**src/rtl/bdcd_pkg.sv**
```systemverilog
// Notes on behaviour
// - Gate pump off in sleep or overheat
// - Four edge rates per half-bridge
// - Strap edge rate latched at power-up only
// - Serial edge rate writable; avoid while running
// - Low side waits for high-side gate off
// - Up to 300 ns extra delay allowed
// - Logic inputs default low when undriven
// - Controller drives PWM, disable and write inputs low during sleep
// - Chip select defaults high when undriven
// - Host pulls up fault and open-drain output
// - Push-pull output rail chosen by select bit
// - Strap pins decoded as four levels
// - Four sense gains from strap or bits
// - Gain strap resampled every 1 ms
// - New gain applied on low-side falling edge
// - Demag turns on diode-conducting transistor
// - Demag needs both rectification enables set; the strap variant takes mode pin bit 0 instead
// - Reverse comparators per half-bridge drive demag
// - Overcurrent disables active demagnetization
// - Commutation decay uses freewheeling transistor
// - High-side-only PWM: low side rectifies
// - Complementary PWM: low side off near zero
// - Scheme and enables read only at power-up
package bdcd_pkg;
   // ==========================================================
   // Codes and timing
   localparam logic [1:0] BDCD_SLEW_1V1 = 2'h0;
   localparam logic [1:0] BDCD_SLEW_0V5 = 2'h1;
   localparam logic [1:0] BDCD_SLEW_0V25 = 2'h2;
   localparam logic [1:0] BDCD_SLEW_0V05 = 2'h3;
   localparam logic [1:0] BDCD_GAIN_RESET = 2'h0;
   localparam logic [1:0] BDCD_SLEW_RESET = 2'h0;
   localparam logic [1:0] BDCD_MODE_RESET = 2'h0;
   localparam int BDCD_CLK_MHZ = 250;
   localparam int BDCD_GAIN_PERIOD_US = 1000;
   localparam int BDCD_GAIN_PERIOD_CYC = BDCD_GAIN_PERIOD_US * BDCD_CLK_MHZ;
   localparam int BDCD_DEMAG_DELAY_NS = 300;
   localparam int BDCD_DEMAG_DELAY_CYC = (BDCD_DEMAG_DELAY_NS * BDCD_CLK_MHZ) / 1000;
   localparam int BDCD_PHASES = 3;
   // Mode bit positions of the two-bit scheme code
   localparam int BDCD_MODE_DEMAG_BIT = 0;
   localparam int BDCD_MODE_3X_BIT = 1;
endpackage

```
**src/rtl/bdcd_if.sv**
```systemverilog
`timescale 1ns/1ps
// ==========================================================
// Link between motor controller and bridge driver logic
interface bdcd_if;
   logic [2:0] high_side_pwm_input;
   logic [2:0] low_side_pwm_input;
   logic driver_disable_input;
   logic sleep_request_low;
   logic serial_variant;
   logic [1:0] slew_strap;
   logic [1:0] gain_strap;
   logic [1:0] drive_config_pin;
   logic cfg_write;
   logic [1:0] cfg_slew;
   logic [1:0] cfg_gain;
   logic sync_rect_enable;
   logic async_rect_enable;
   logic pwm_3x_select;
   logic serial_out_rail_select;
   logic fault_flag_low_o;
   logic fault_flag_low_oe;
   modport device (
      input high_side_pwm_input, low_side_pwm_input, driver_disable_input,
      input sleep_request_low, serial_variant, slew_strap, gain_strap,
      input drive_config_pin, cfg_write, cfg_slew, cfg_gain, sync_rect_enable,
      input async_rect_enable, pwm_3x_select, serial_out_rail_select,
      output fault_flag_low_o, fault_flag_low_oe
   );
   modport host (
      output high_side_pwm_input, low_side_pwm_input, driver_disable_input,
      output sleep_request_low, serial_variant, slew_strap, gain_strap,
      output drive_config_pin, cfg_write, cfg_slew, cfg_gain, sync_rect_enable,
      output async_rect_enable, pwm_3x_select, serial_out_rail_select,
      input fault_flag_low_o, fault_flag_low_oe
   );
endinterface

```
**src/rtl/bdcd_device.sv**
```systemverilog
`timescale 1ns/1ps
// ==========================================================
// Device end: configuration capture, gate control, demag logic
module bdcd_device (
   // Clock and reset
   input wire logic ref_clk,
   input wire logic rstn,
   // Link
   bdcd_if.device link,
   // Analog-side status
   input wire logic over_temp,
   input wire logic overcurrent_trip,
   input wire logic [2:0] high_side_reverse_comparator,
   input wire logic [2:0] low_side_reverse_comparator,
   input wire logic [2:0] high_gate_off,
   input wire logic [2:0] low_gate_off,
   input wire logic [2:0] commutation_decay,
   input wire logic [2:0] current_near_zero,
   input wire logic fault_event,
   // Driver outputs
   output logic gate_pump_enable,
   output logic [1:0] slew_code,
   output logic [1:0] sense_amp_gain_setting,
   output logic [2:0] high_gate_on,
   output logic [2:0] low_gate_on,
   output logic [2:0] phase_hiz,
   output logic demag_active,
   output logic pwm_3x_mode,
   output logic serial_out_rail,
   output logic [2:0] extra_delay_active
);
   typedef enum logic [1:0] {BDCD_SETTLE, BDCD_POWERUP, BDCD_RUN} bdcd_state_e;
   bdcd_state_e state;
   logic [17:0] gain_timer;
   logic [1:0] pending_gain;
   logic gain_pending;
   logic [2:0] low_prev;
   logic demag_en;
   logic demag_blocked;
   logic [2:0] hs_cmd;
   logic [2:0] ls_cmd;
   logic [2:0] hiz_cmd;
   logic [2:0] next_high;
   logic [2:0] next_low;
   logic [2:0] low_fall;
   logic gain_tick;
   logic [1:0] gain_src;
   logic gain_new;
   logic demag_cfg;
   logic [2:0] high_prev;
   logic [2:0] pin_edge;
   logic [2:0] delay_open;
   logic [2:0] rect_high;
   logic [2:0] rect_low;
   logic [2:0] aar_cut;

   // pull-downs and chip-select pull-up are pad cells outside this logic
   // Four-level strap pin to its two-bit code
   function automatic logic [1:0] bdcd_decode(input logic [1:0] lvl);
      bdcd_decode = lvl;
   endfunction

   // Phase command of one PWM pair: high side in bit 1, low side in bit 0
   function automatic logic [1:0] bdcd_phase_cmd(input logic scheme_3x, input logic hi,
                                                 input logic lo);
      if (scheme_3x) begin
         bdcd_phase_cmd = {lo & hi, lo & ~hi};
      end else begin
         bdcd_phase_cmd = {hi & ~lo, lo & ~hi};
      end
   endfunction

   // ==========================================================
   // Gain source, edge detect, timer tick
   assign gain_tick = (gain_timer == 18'(bdcd_pkg::BDCD_GAIN_PERIOD_CYC - 1));
   assign low_fall = low_prev & ~link.low_side_pwm_input;
   assign gain_src = link.serial_variant ? link.cfg_gain : bdcd_decode(link.gain_strap);
   assign gain_new = link.serial_variant ? link.cfg_write : gain_tick;
   assign demag_en = demag_cfg & ~demag_blocked;

   // Power-up capture, then run
   always_ff @(posedge ref_clk or negedge rstn) begin
      if (!rstn) begin
         state <= BDCD_SETTLE;
         slew_code <= bdcd_pkg::BDCD_SLEW_RESET;
         pwm_3x_mode <= 1'h0;
         demag_cfg <= 1'h0;
      end else begin
         case (state)
            // Host flops load the user straps on the first edge out of reset
            BDCD_SETTLE: begin
               state <= BDCD_POWERUP;
            end
            BDCD_POWERUP: begin
               state <= BDCD_RUN;
               slew_code <= link.serial_variant ? link.cfg_slew
                                                : bdcd_decode(link.slew_strap);
               if (link.serial_variant) begin
                  pwm_3x_mode <= link.pwm_3x_select;
                  demag_cfg <= link.sync_rect_enable & link.async_rect_enable;
               end else begin
                  pwm_3x_mode <= link.drive_config_pin[bdcd_pkg::BDCD_MODE_3X_BIT];
                  demag_cfg <= link.drive_config_pin[bdcd_pkg::BDCD_MODE_DEMAG_BIT];
               end
            end
            BDCD_RUN: begin
               if (link.serial_variant && link.cfg_write) begin
                  slew_code <= link.cfg_slew;
               end
            end
            default: state <= BDCD_SETTLE;
         endcase
      end
   end

   // Gain resample timer and deferred application
   always_ff @(posedge ref_clk or negedge rstn) begin
      if (!rstn) begin
         gain_timer <= 18'h0;
         gain_pending <= 1'h0;
         pending_gain <= bdcd_pkg::BDCD_GAIN_RESET;
         sense_amp_gain_setting <= bdcd_pkg::BDCD_GAIN_RESET;
         low_prev <= 3'h0;
         high_prev <= 3'h0;
      end else begin
         gain_timer <= gain_tick ? 18'h0 : gain_timer + 18'h1;
         low_prev <= link.low_side_pwm_input;
         high_prev <= link.high_side_pwm_input;
         if (gain_new && state == BDCD_RUN) begin
            pending_gain <= gain_src;
            gain_pending <= 1'h1;
         end else if (|low_fall) begin
            gain_pending <= 1'h0;
         end
         if (gain_pending && |low_fall) begin
            sense_amp_gain_setting <= pending_gain;
         end
      end
   end

   // ==========================================================
   // PWM decode per half-bridge
   genvar g;
   generate
      for (g = 0; g < bdcd_pkg::BDCD_PHASES; g++) begin : g_phase
         assign {hs_cmd[g], ls_cmd[g]} = bdcd_phase_cmd(pwm_3x_mode,
                                         link.high_side_pwm_input[g],
                                         link.low_side_pwm_input[g]);
         assign hiz_cmd[g] = ~hs_cmd[g] & ~ls_cmd[g];
         // High side freewheels the commutation decay
         assign rect_high[g] = demag_en & hiz_cmd[g] & high_side_reverse_comparator[g]
                             & commutation_decay[g];
         // Low side conducts while its body diode would
         assign rect_low[g] = demag_en & hiz_cmd[g] & low_side_reverse_comparator[g];
         // Complementary low side cut as decay current nears zero
         assign aar_cut[g] = demag_en & current_near_zero[g];
         // Dead-time guard: low side only after the high gate is off
         assign next_high[g] = ~link.driver_disable_input & (hs_cmd[g] | rect_high[g]);
         assign next_low[g] = ~link.driver_disable_input & high_gate_off[g] & ~next_high[g]
                            & ((ls_cmd[g] & ~aar_cut[g]) | rect_low[g]);
      end
   endgenerate

   // ==========================================================
   // Extra-delay window per phase, opened by an input edge in demag
   generate
      for (g = 0; g < bdcd_pkg::BDCD_PHASES; g++) begin : g_delay
         logic [6:0] delay_count;
         assign pin_edge[g] = (low_prev[g] ^ link.low_side_pwm_input[g])
                            | (high_prev[g] ^ link.high_side_pwm_input[g]);
         assign delay_open[g] = (delay_count != 7'h0);
         // Reload on an edge, then count the window down
         always_ff @(posedge ref_clk or negedge rstn) begin
            if (!rstn) begin
               delay_count <= 7'h0;
            end else if (demag_en && pin_edge[g]) begin
               delay_count <= 7'(bdcd_pkg::BDCD_DEMAG_DELAY_CYC);
            end else if (delay_open[g]) begin
               delay_count <= delay_count - 7'h1;
            end
         end
      end
   endgenerate

   // Gate drive, pump enable, fault pin
   always_ff @(posedge ref_clk or negedge rstn) begin
      if (!rstn) begin
         high_gate_on <= 3'h0;
         low_gate_on <= 3'h0;
         phase_hiz <= 3'h7;
         gate_pump_enable <= 1'h0;
         demag_blocked <= 1'h0;
         serial_out_rail <= 1'h0;
         extra_delay_active <= 3'h0;
         demag_active <= 1'h0;
         link.fault_flag_low_o <= 1'h0;
         link.fault_flag_low_oe <= 1'h0;
      end else begin
         high_gate_on <= next_high & low_gate_off;
         low_gate_on <= next_low;
         phase_hiz <= ~(next_high | next_low);
         gate_pump_enable <= link.sleep_request_low & ~over_temp;
         if (overcurrent_trip) begin
            demag_blocked <= 1'h1;
         end else if (!link.sleep_request_low) begin
            demag_blocked <= 1'h0;
         end
         serial_out_rail <= link.serial_out_rail_select;
         extra_delay_active <= delay_open;
         // Overcurrent drops demag at once; the block holds until sleep
         demag_active <= demag_cfg & ~overcurrent_trip & ~demag_blocked;
         // Open drain: the pin is only ever pulled low
         link.fault_flag_low_o <= 1'h0;
         link.fault_flag_low_oe <= fault_event | overcurrent_trip | over_temp;
      end
   end
endmodule

```
**src/flat_wrapper.sv**
```systemverilog
// flat-port wrapper written by rule: the top's interface ports become plain ports
module bdcd_device_flat 
  (ref_clk, rstn, over_temp, overcurrent_trip, high_side_reverse_comparator, low_side_reverse_comparator, high_gate_off, low_gate_off, commutation_decay, current_near_zero, fault_event, gate_pump_enable, slew_code, sense_amp_gain_setting, high_gate_on, low_gate_on, phase_hiz, demag_active, pwm_3x_mode, serial_out_rail, extra_delay_active, link_high_side_pwm_input, link_low_side_pwm_input, link_driver_disable_input, link_sleep_request_low, link_serial_variant, link_slew_strap, link_gain_strap, link_drive_config_pin, link_cfg_write, link_cfg_slew, link_cfg_gain, link_sync_rect_enable, link_async_rect_enable, link_pwm_3x_select, link_serial_out_rail_select, link_fault_flag_low_o, link_fault_flag_low_oe);
  bdcd_if link_i ();
  input wire logic ref_clk;
  input wire logic rstn;
  input wire logic over_temp;
  input wire logic overcurrent_trip;
  input wire logic [2:0] high_side_reverse_comparator;
  input wire logic [2:0] low_side_reverse_comparator;
  input wire logic [2:0] high_gate_off;
  input wire logic [2:0] low_gate_off;
  input wire logic [2:0] commutation_decay;
  input wire logic [2:0] current_near_zero;
  input wire logic fault_event;
  output logic gate_pump_enable;
  output logic [1:0] slew_code;
  output logic [1:0] sense_amp_gain_setting;
  output logic [2:0] high_gate_on;
  output logic [2:0] low_gate_on;
  output logic [2:0] phase_hiz;
  output logic demag_active;
  output logic pwm_3x_mode;
  output logic serial_out_rail;
  output logic [2:0] extra_delay_active;
  input wire logic [$bits(link_i.high_side_pwm_input)-1:0] link_high_side_pwm_input;
  input wire logic [$bits(link_i.low_side_pwm_input)-1:0] link_low_side_pwm_input;
  input wire logic [$bits(link_i.driver_disable_input)-1:0] link_driver_disable_input;
  input wire logic [$bits(link_i.sleep_request_low)-1:0] link_sleep_request_low;
  input wire logic [$bits(link_i.serial_variant)-1:0] link_serial_variant;
  input wire logic [$bits(link_i.slew_strap)-1:0] link_slew_strap;
  input wire logic [$bits(link_i.gain_strap)-1:0] link_gain_strap;
  input wire logic [$bits(link_i.drive_config_pin)-1:0] link_drive_config_pin;
  input wire logic [$bits(link_i.cfg_write)-1:0] link_cfg_write;
  input wire logic [$bits(link_i.cfg_slew)-1:0] link_cfg_slew;
  input wire logic [$bits(link_i.cfg_gain)-1:0] link_cfg_gain;
  input wire logic [$bits(link_i.sync_rect_enable)-1:0] link_sync_rect_enable;
  input wire logic [$bits(link_i.async_rect_enable)-1:0] link_async_rect_enable;
  input wire logic [$bits(link_i.pwm_3x_select)-1:0] link_pwm_3x_select;
  input wire logic [$bits(link_i.serial_out_rail_select)-1:0] link_serial_out_rail_select;
  output wire logic [$bits(link_i.fault_flag_low_o)-1:0] link_fault_flag_low_o;
  output wire logic [$bits(link_i.fault_flag_low_oe)-1:0] link_fault_flag_low_oe;
  assign link_i.high_side_pwm_input = link_high_side_pwm_input;
  assign link_i.low_side_pwm_input = link_low_side_pwm_input;
  assign link_i.driver_disable_input = link_driver_disable_input;
  assign link_i.sleep_request_low = link_sleep_request_low;
  assign link_i.serial_variant = link_serial_variant;
  assign link_i.slew_strap = link_slew_strap;
  assign link_i.gain_strap = link_gain_strap;
  assign link_i.drive_config_pin = link_drive_config_pin;
  assign link_i.cfg_write = link_cfg_write;
  assign link_i.cfg_slew = link_cfg_slew;
  assign link_i.cfg_gain = link_cfg_gain;
  assign link_i.sync_rect_enable = link_sync_rect_enable;
  assign link_i.async_rect_enable = link_async_rect_enable;
  assign link_i.pwm_3x_select = link_pwm_3x_select;
  assign link_i.serial_out_rail_select = link_serial_out_rail_select;
  assign link_fault_flag_low_o = link_i.fault_flag_low_o;
  assign link_fault_flag_low_oe = link_i.fault_flag_low_oe;
  bdcd_device u_core (.ref_clk(ref_clk), .rstn(rstn), .link(link_i), .over_temp(over_temp), .overcurrent_trip(overcurrent_trip), .high_side_reverse_comparator(high_side_reverse_comparator), .low_side_reverse_comparator(low_side_reverse_comparator), .high_gate_off(high_gate_off), .low_gate_off(low_gate_off), .commutation_decay(commutation_decay), .current_near_zero(current_near_zero), .fault_event(fault_event), .gate_pump_enable(gate_pump_enable), .slew_code(slew_code), .sense_amp_gain_setting(sense_amp_gain_setting), .high_gate_on(high_gate_on), .low_gate_on(low_gate_on), .phase_hiz(phase_hiz), .demag_active(demag_active), .pwm_3x_mode(pwm_3x_mode), .serial_out_rail(serial_out_rail), .extra_delay_active(extra_delay_active));
endmodule
```
**config.mk**
```make
export PLATFORM = sky130hd
export DESIGN_NAME = bdcd_device_flat
export DESIGN_NICKNAME = d
export VERILOG_FILES = /design/src/rtl/bdcd_pkg.sv /design/src/rtl/bdcd_if.sv /design/src/rtl/bdcd_device.sv /design/src/flat_wrapper.sv
export SDC_FILE = /design/constraint.sdc
export NUM_CORES = 1
export LEC_CHECK = 0
export ABC_CLOCK_PERIOD_IN_PS = 2100
export BUFFER_PORTS_ARGS = -buffer_cell sky130_fd_sc_hd__buf_2
export CAP_MARGIN = 10
export CELL_PAD_IN_SITES_DETAIL_PLACEMENT = 1
export CELL_PAD_IN_SITES_GLOBAL_PLACEMENT = 1
export CORE_AREA = 5 5 77 132
export DETAILED_ROUTE_END_ITERATION = 7
export DIE_AREA = 0 0 82 137
export GPL_TIMING_DRIVEN = 0
export PLACE_DENSITY_LB_ADDON = 0.1
export REMOVE_ABC_BUFFERS = 1
export SYNTH_ARGS = -nofsm -noshare
export SYNTH_HDL_FRONTEND = slang
export SYNTH_SLANG_ARGS = --single-unit
```
**constraint.sdc**
```tcl
create_clock -name ref_clk -period 2.1 [get_ports ref_clk]
set_input_delay 0.105 -clock ref_clk [delete_from_list [all_inputs] [get_ports ref_clk]]
set_output_delay 0.105 -clock ref_clk [all_outputs]
set_load 0.02 [all_outputs]
```
==> results.sh <==
export IMPL_status="finished, final reports clean"
export IMPL_synth_top_flop_cell="dfrtp_1"
export IMPL_fin_area_mm2=0.00439
export IMPL_tightestPinTransition_ns=0.734
export IMPL_ys_seq_elements=73
export IMPL_area_delta_synth_final_pct=25.2
export IMPL_avgSynthCellArea_um2=10.3
export IMPL_hold_path_class="input pin to flip-flop"
export IMPL_die_h_um=137
export IMPL_yosysWarnings=0
export IMPL_rsz0062_at_grt="no"
export IMPL_antenna_cells=0
export IMPL_vias=2810
export IMPL_finish_utilization_pct=48.9
export IMPL_peakVddDrop_mv=0.425
export IMPL_yosys_cell_types_count=41
export IMPL_die_w_um=82
export IMPL_cts_made_buffers=9
export IMPL_p_leak_nw=2.00
export IMPL_use_met3_pct=3.69
export IMPL_clock_skew_ns=0.00573
export IMPL_multi_input_area_mm2=0.00159
export IMPL_cts_tree="done"
export IMPL_fp_row_count=46
export IMPL_hpwlAfterDp_um=6740
export IMPL_coreArea_mm2=0.00898
export IMPL_slew_violations=0
export IMPL_cap_violations=0
export IMPL_syn_area_mm2=0.00350
export IMPL_regArea_mm2=0.00183
export IMPL_grt_use_met2_pct=31.8
export IMPL_overflow=0
export IMPL_synthCells=340
export IMPL_crit_path_start_kind="flip-flop"
export IMPL_antenna_found_initial=0
export IMPL_postRouteWirelength_um=8850
export IMPL_htreeDepth=3
export IMPL_post_cts_buffers=0
export IMPL_yosysTopAreaCell="dfrtp_1"
export IMPL_final_net_count=480
export IMPL_synth_edf_count=0
export IMPL_start_util_pct=39.0
export IMPL_yosysSeqAreaShare_pct=52.2
export IMPL_grt_util_all_layers_pct=17.1
export IMPL_finalWeightedCongestion=0.782
export IMPL_async_flop_share_pct=100
export IMPL_dpl_instance_area_mm2=0.00399
export IMPL_slew_headroom_pct=50.6
export IMPL_drc=0
export IMPL_nFillCells=1054
export IMPL_ioPinCount=69
export IMPL_powerDensity_mw_per_mm2=995
export IMPL_crit_type="flip-flop to flip-flop"
export IMPL_critical_path_max_fanout=11
export IMPL_period_minus_slack_ns=1.96
export IMPL_drt_iter0_markers=112
export IMPL_drt_first_pass_iters=4
export IMPL_post_drt_wl_per_cell_um=16.1
export IMPL_cts_buffer_depth=2
export IMPL_fin_crit_sh_pct=93.4
export IMPL_grt_max_degree=71
export IMPL_whs_path_depth=2
export IMPL_grt_busiest_layer="met2"
export IMPL_vias_per_cell=5.13
export IMPL_worstRegToRegCells=5
export IMPL_synthTopCellsByCount="70 x dfrtp_1, 39 x nand2_1, 28 x nor2_1, 27 x xnor2_1, 18 x a21oi_1"
export IMPL_met1_usage_pct=18.2
export IMPL_worstPathRequired_ns=2.37
export IMPL_layout_drive_gt1_share_pct=22.2
export IMPL_synthMostInstantiatedCell="dfrtp_1"
export IMPL_grt_pass1_vias=3138
export IMPL_crit_path_end_kind="flip-flop"
export IMPL_yosysTopAreaCellShare_pct=50.0
export IMPL_portBuffers=67
export IMPL_clkSlewWorstSetupHoldPaths_ns=0.05
export IMPL_grt_first_pass_wirelength_um=14600
export IMPL_clock_root_buffer="clkbuf_16"
export IMPL_cp_arrival_ns=2.23
export IMPL_finalSetupViolCount=0
export IMPL_yosys_top_cells_area="dfrtp_1 50%, xnor2_1 6.7%, nand2_1 4.2%, ha_1 3.6%, nor2_1 3.0%"
export IMPL_clk_latency_ns=0.34
export IMPL_cts_sinks=73
export IMPL_die_area_mm2=0.0112
export IMPL_clock_fmax_ghz=0.510
export IMPL_ant_nets=0
export IMPL_hold_viol=0
==> state kept, by name, indices dropped and copies added (netlist names), 3 cells and up <==
name,flops
u_core.low_prev,3
u_core.phase_hiz,3
u_core.high_prev,3
u_core.high_gate_on,3
u_core.extra_delay_active,3
u_core.g_delay.delay_count,21
u_core.gain_timer,18
u_core.low_gate_on,3
==> logic make-up after synthesis <==
group	Yosys count	synth area share, %
other	1	0.107
DFF	73	52.2
AOI/OAI and AO/OA	52	9.82
and+or+nand+nor	143	21.6
xor gates and xnor gates	34	8.50
buffers and inverters	22	2.68
muxes	5	1.50
adders and majority gates	10	3.57
==> repair_timing <==
| action | 4_1_cts | 5_1_grt |
|---|---|---|
| hold buffers | 10 | 0 |
| gates cloned | 0 | 0 |
| endpoints found under the setup margin | 11 | 13 |
| hold endpoints to repair | 79 | 0 |
| gates resized for setup | 1 | 2 |
==> critical path, cell delays in order, from the launching register on <==
cell,delay [ns]
dfrtp_1,0.39
ha_1,0.20
nand3_1,0.27
nor4_2,0.44
and3_2,0.40
a221o_1,0.20
==> layout by cell type, fill, tap and decap left out, drive strengths merged, types with 10 or more instances in the layout <==
master,count
dlygate4sd3,10
nor2,28
buf,68
clkbuf,13
xnor2,27
a21oi,19
nand2,39
inv,16
nor2b,11
dfrtp,70
nand3,11
ha,10
==> metal layers <==
layer,part of all wire [%],vias up
li1,-,1352
met1,37,1409
met2,58,39
met3,2.8,10
met4,1.8,0
met5,0,-
==> report_power, final <==
part	leakage, nW	internal [mW]	switching, mW
Clock	0.144	0.949	0.557
Sequential	0.881	1.66	0.198
Combinational	0.975	0.475	0.528
==> worst paths after layout <==
| path | from | to | slack (ns) |
|---|---|---|---|
| max | u_core.gain_timer[0] | u_core.gain_pending | 0.14 |
| min | link_sleep_request_low | u_core.demag_blocked | 0.01 |
| max reg2reg | u_core.gain_timer[0] | u_core.gain_pending | 0.14 |
| min reg2reg | u_core.slew_code[0] | u_core.slew_code[0] | 0.48 |
| max in group asynchronous | rstn | u_core.phase_hiz[2] | 1.40 |
| min in group asynchronous | rstn | u_core.g_delay[0].delay_count[2] | 0.12 |
==> final cells by class <==
cell class / instances / area share (%)
Clock buffer: 13 / 5.70
Clock inverter: 3 / 0.913
Inverter: 16 / 1.37
Multi-Input combinational cell: 245 / 36.3
Sequential cell: 73 / 41.7
Tap cell: 120 / 3.42
Timing Repair Buffer: 78 / 10.6
==> per-stage QoR <==
step	instances	power (mW)	hold WS (ns)	worst slack [ns]	setup TNS (ns)
5_1_grt	548	4.67	0.0151	0.000212	0
3_5_place_dp	522	2.88	-0.0817	-0.124	-0.486
3_3_place_gp	521	2.83	0.213	-0.0389	-0.0389
2_1_floorplan	334	2.56	-0.191	0.345	0
4_1_cts	548	4.44	0.00227	0.0158	0
6_report	548	4.36	0.0113	0.138	0
(Power assumes the default switching activity.)
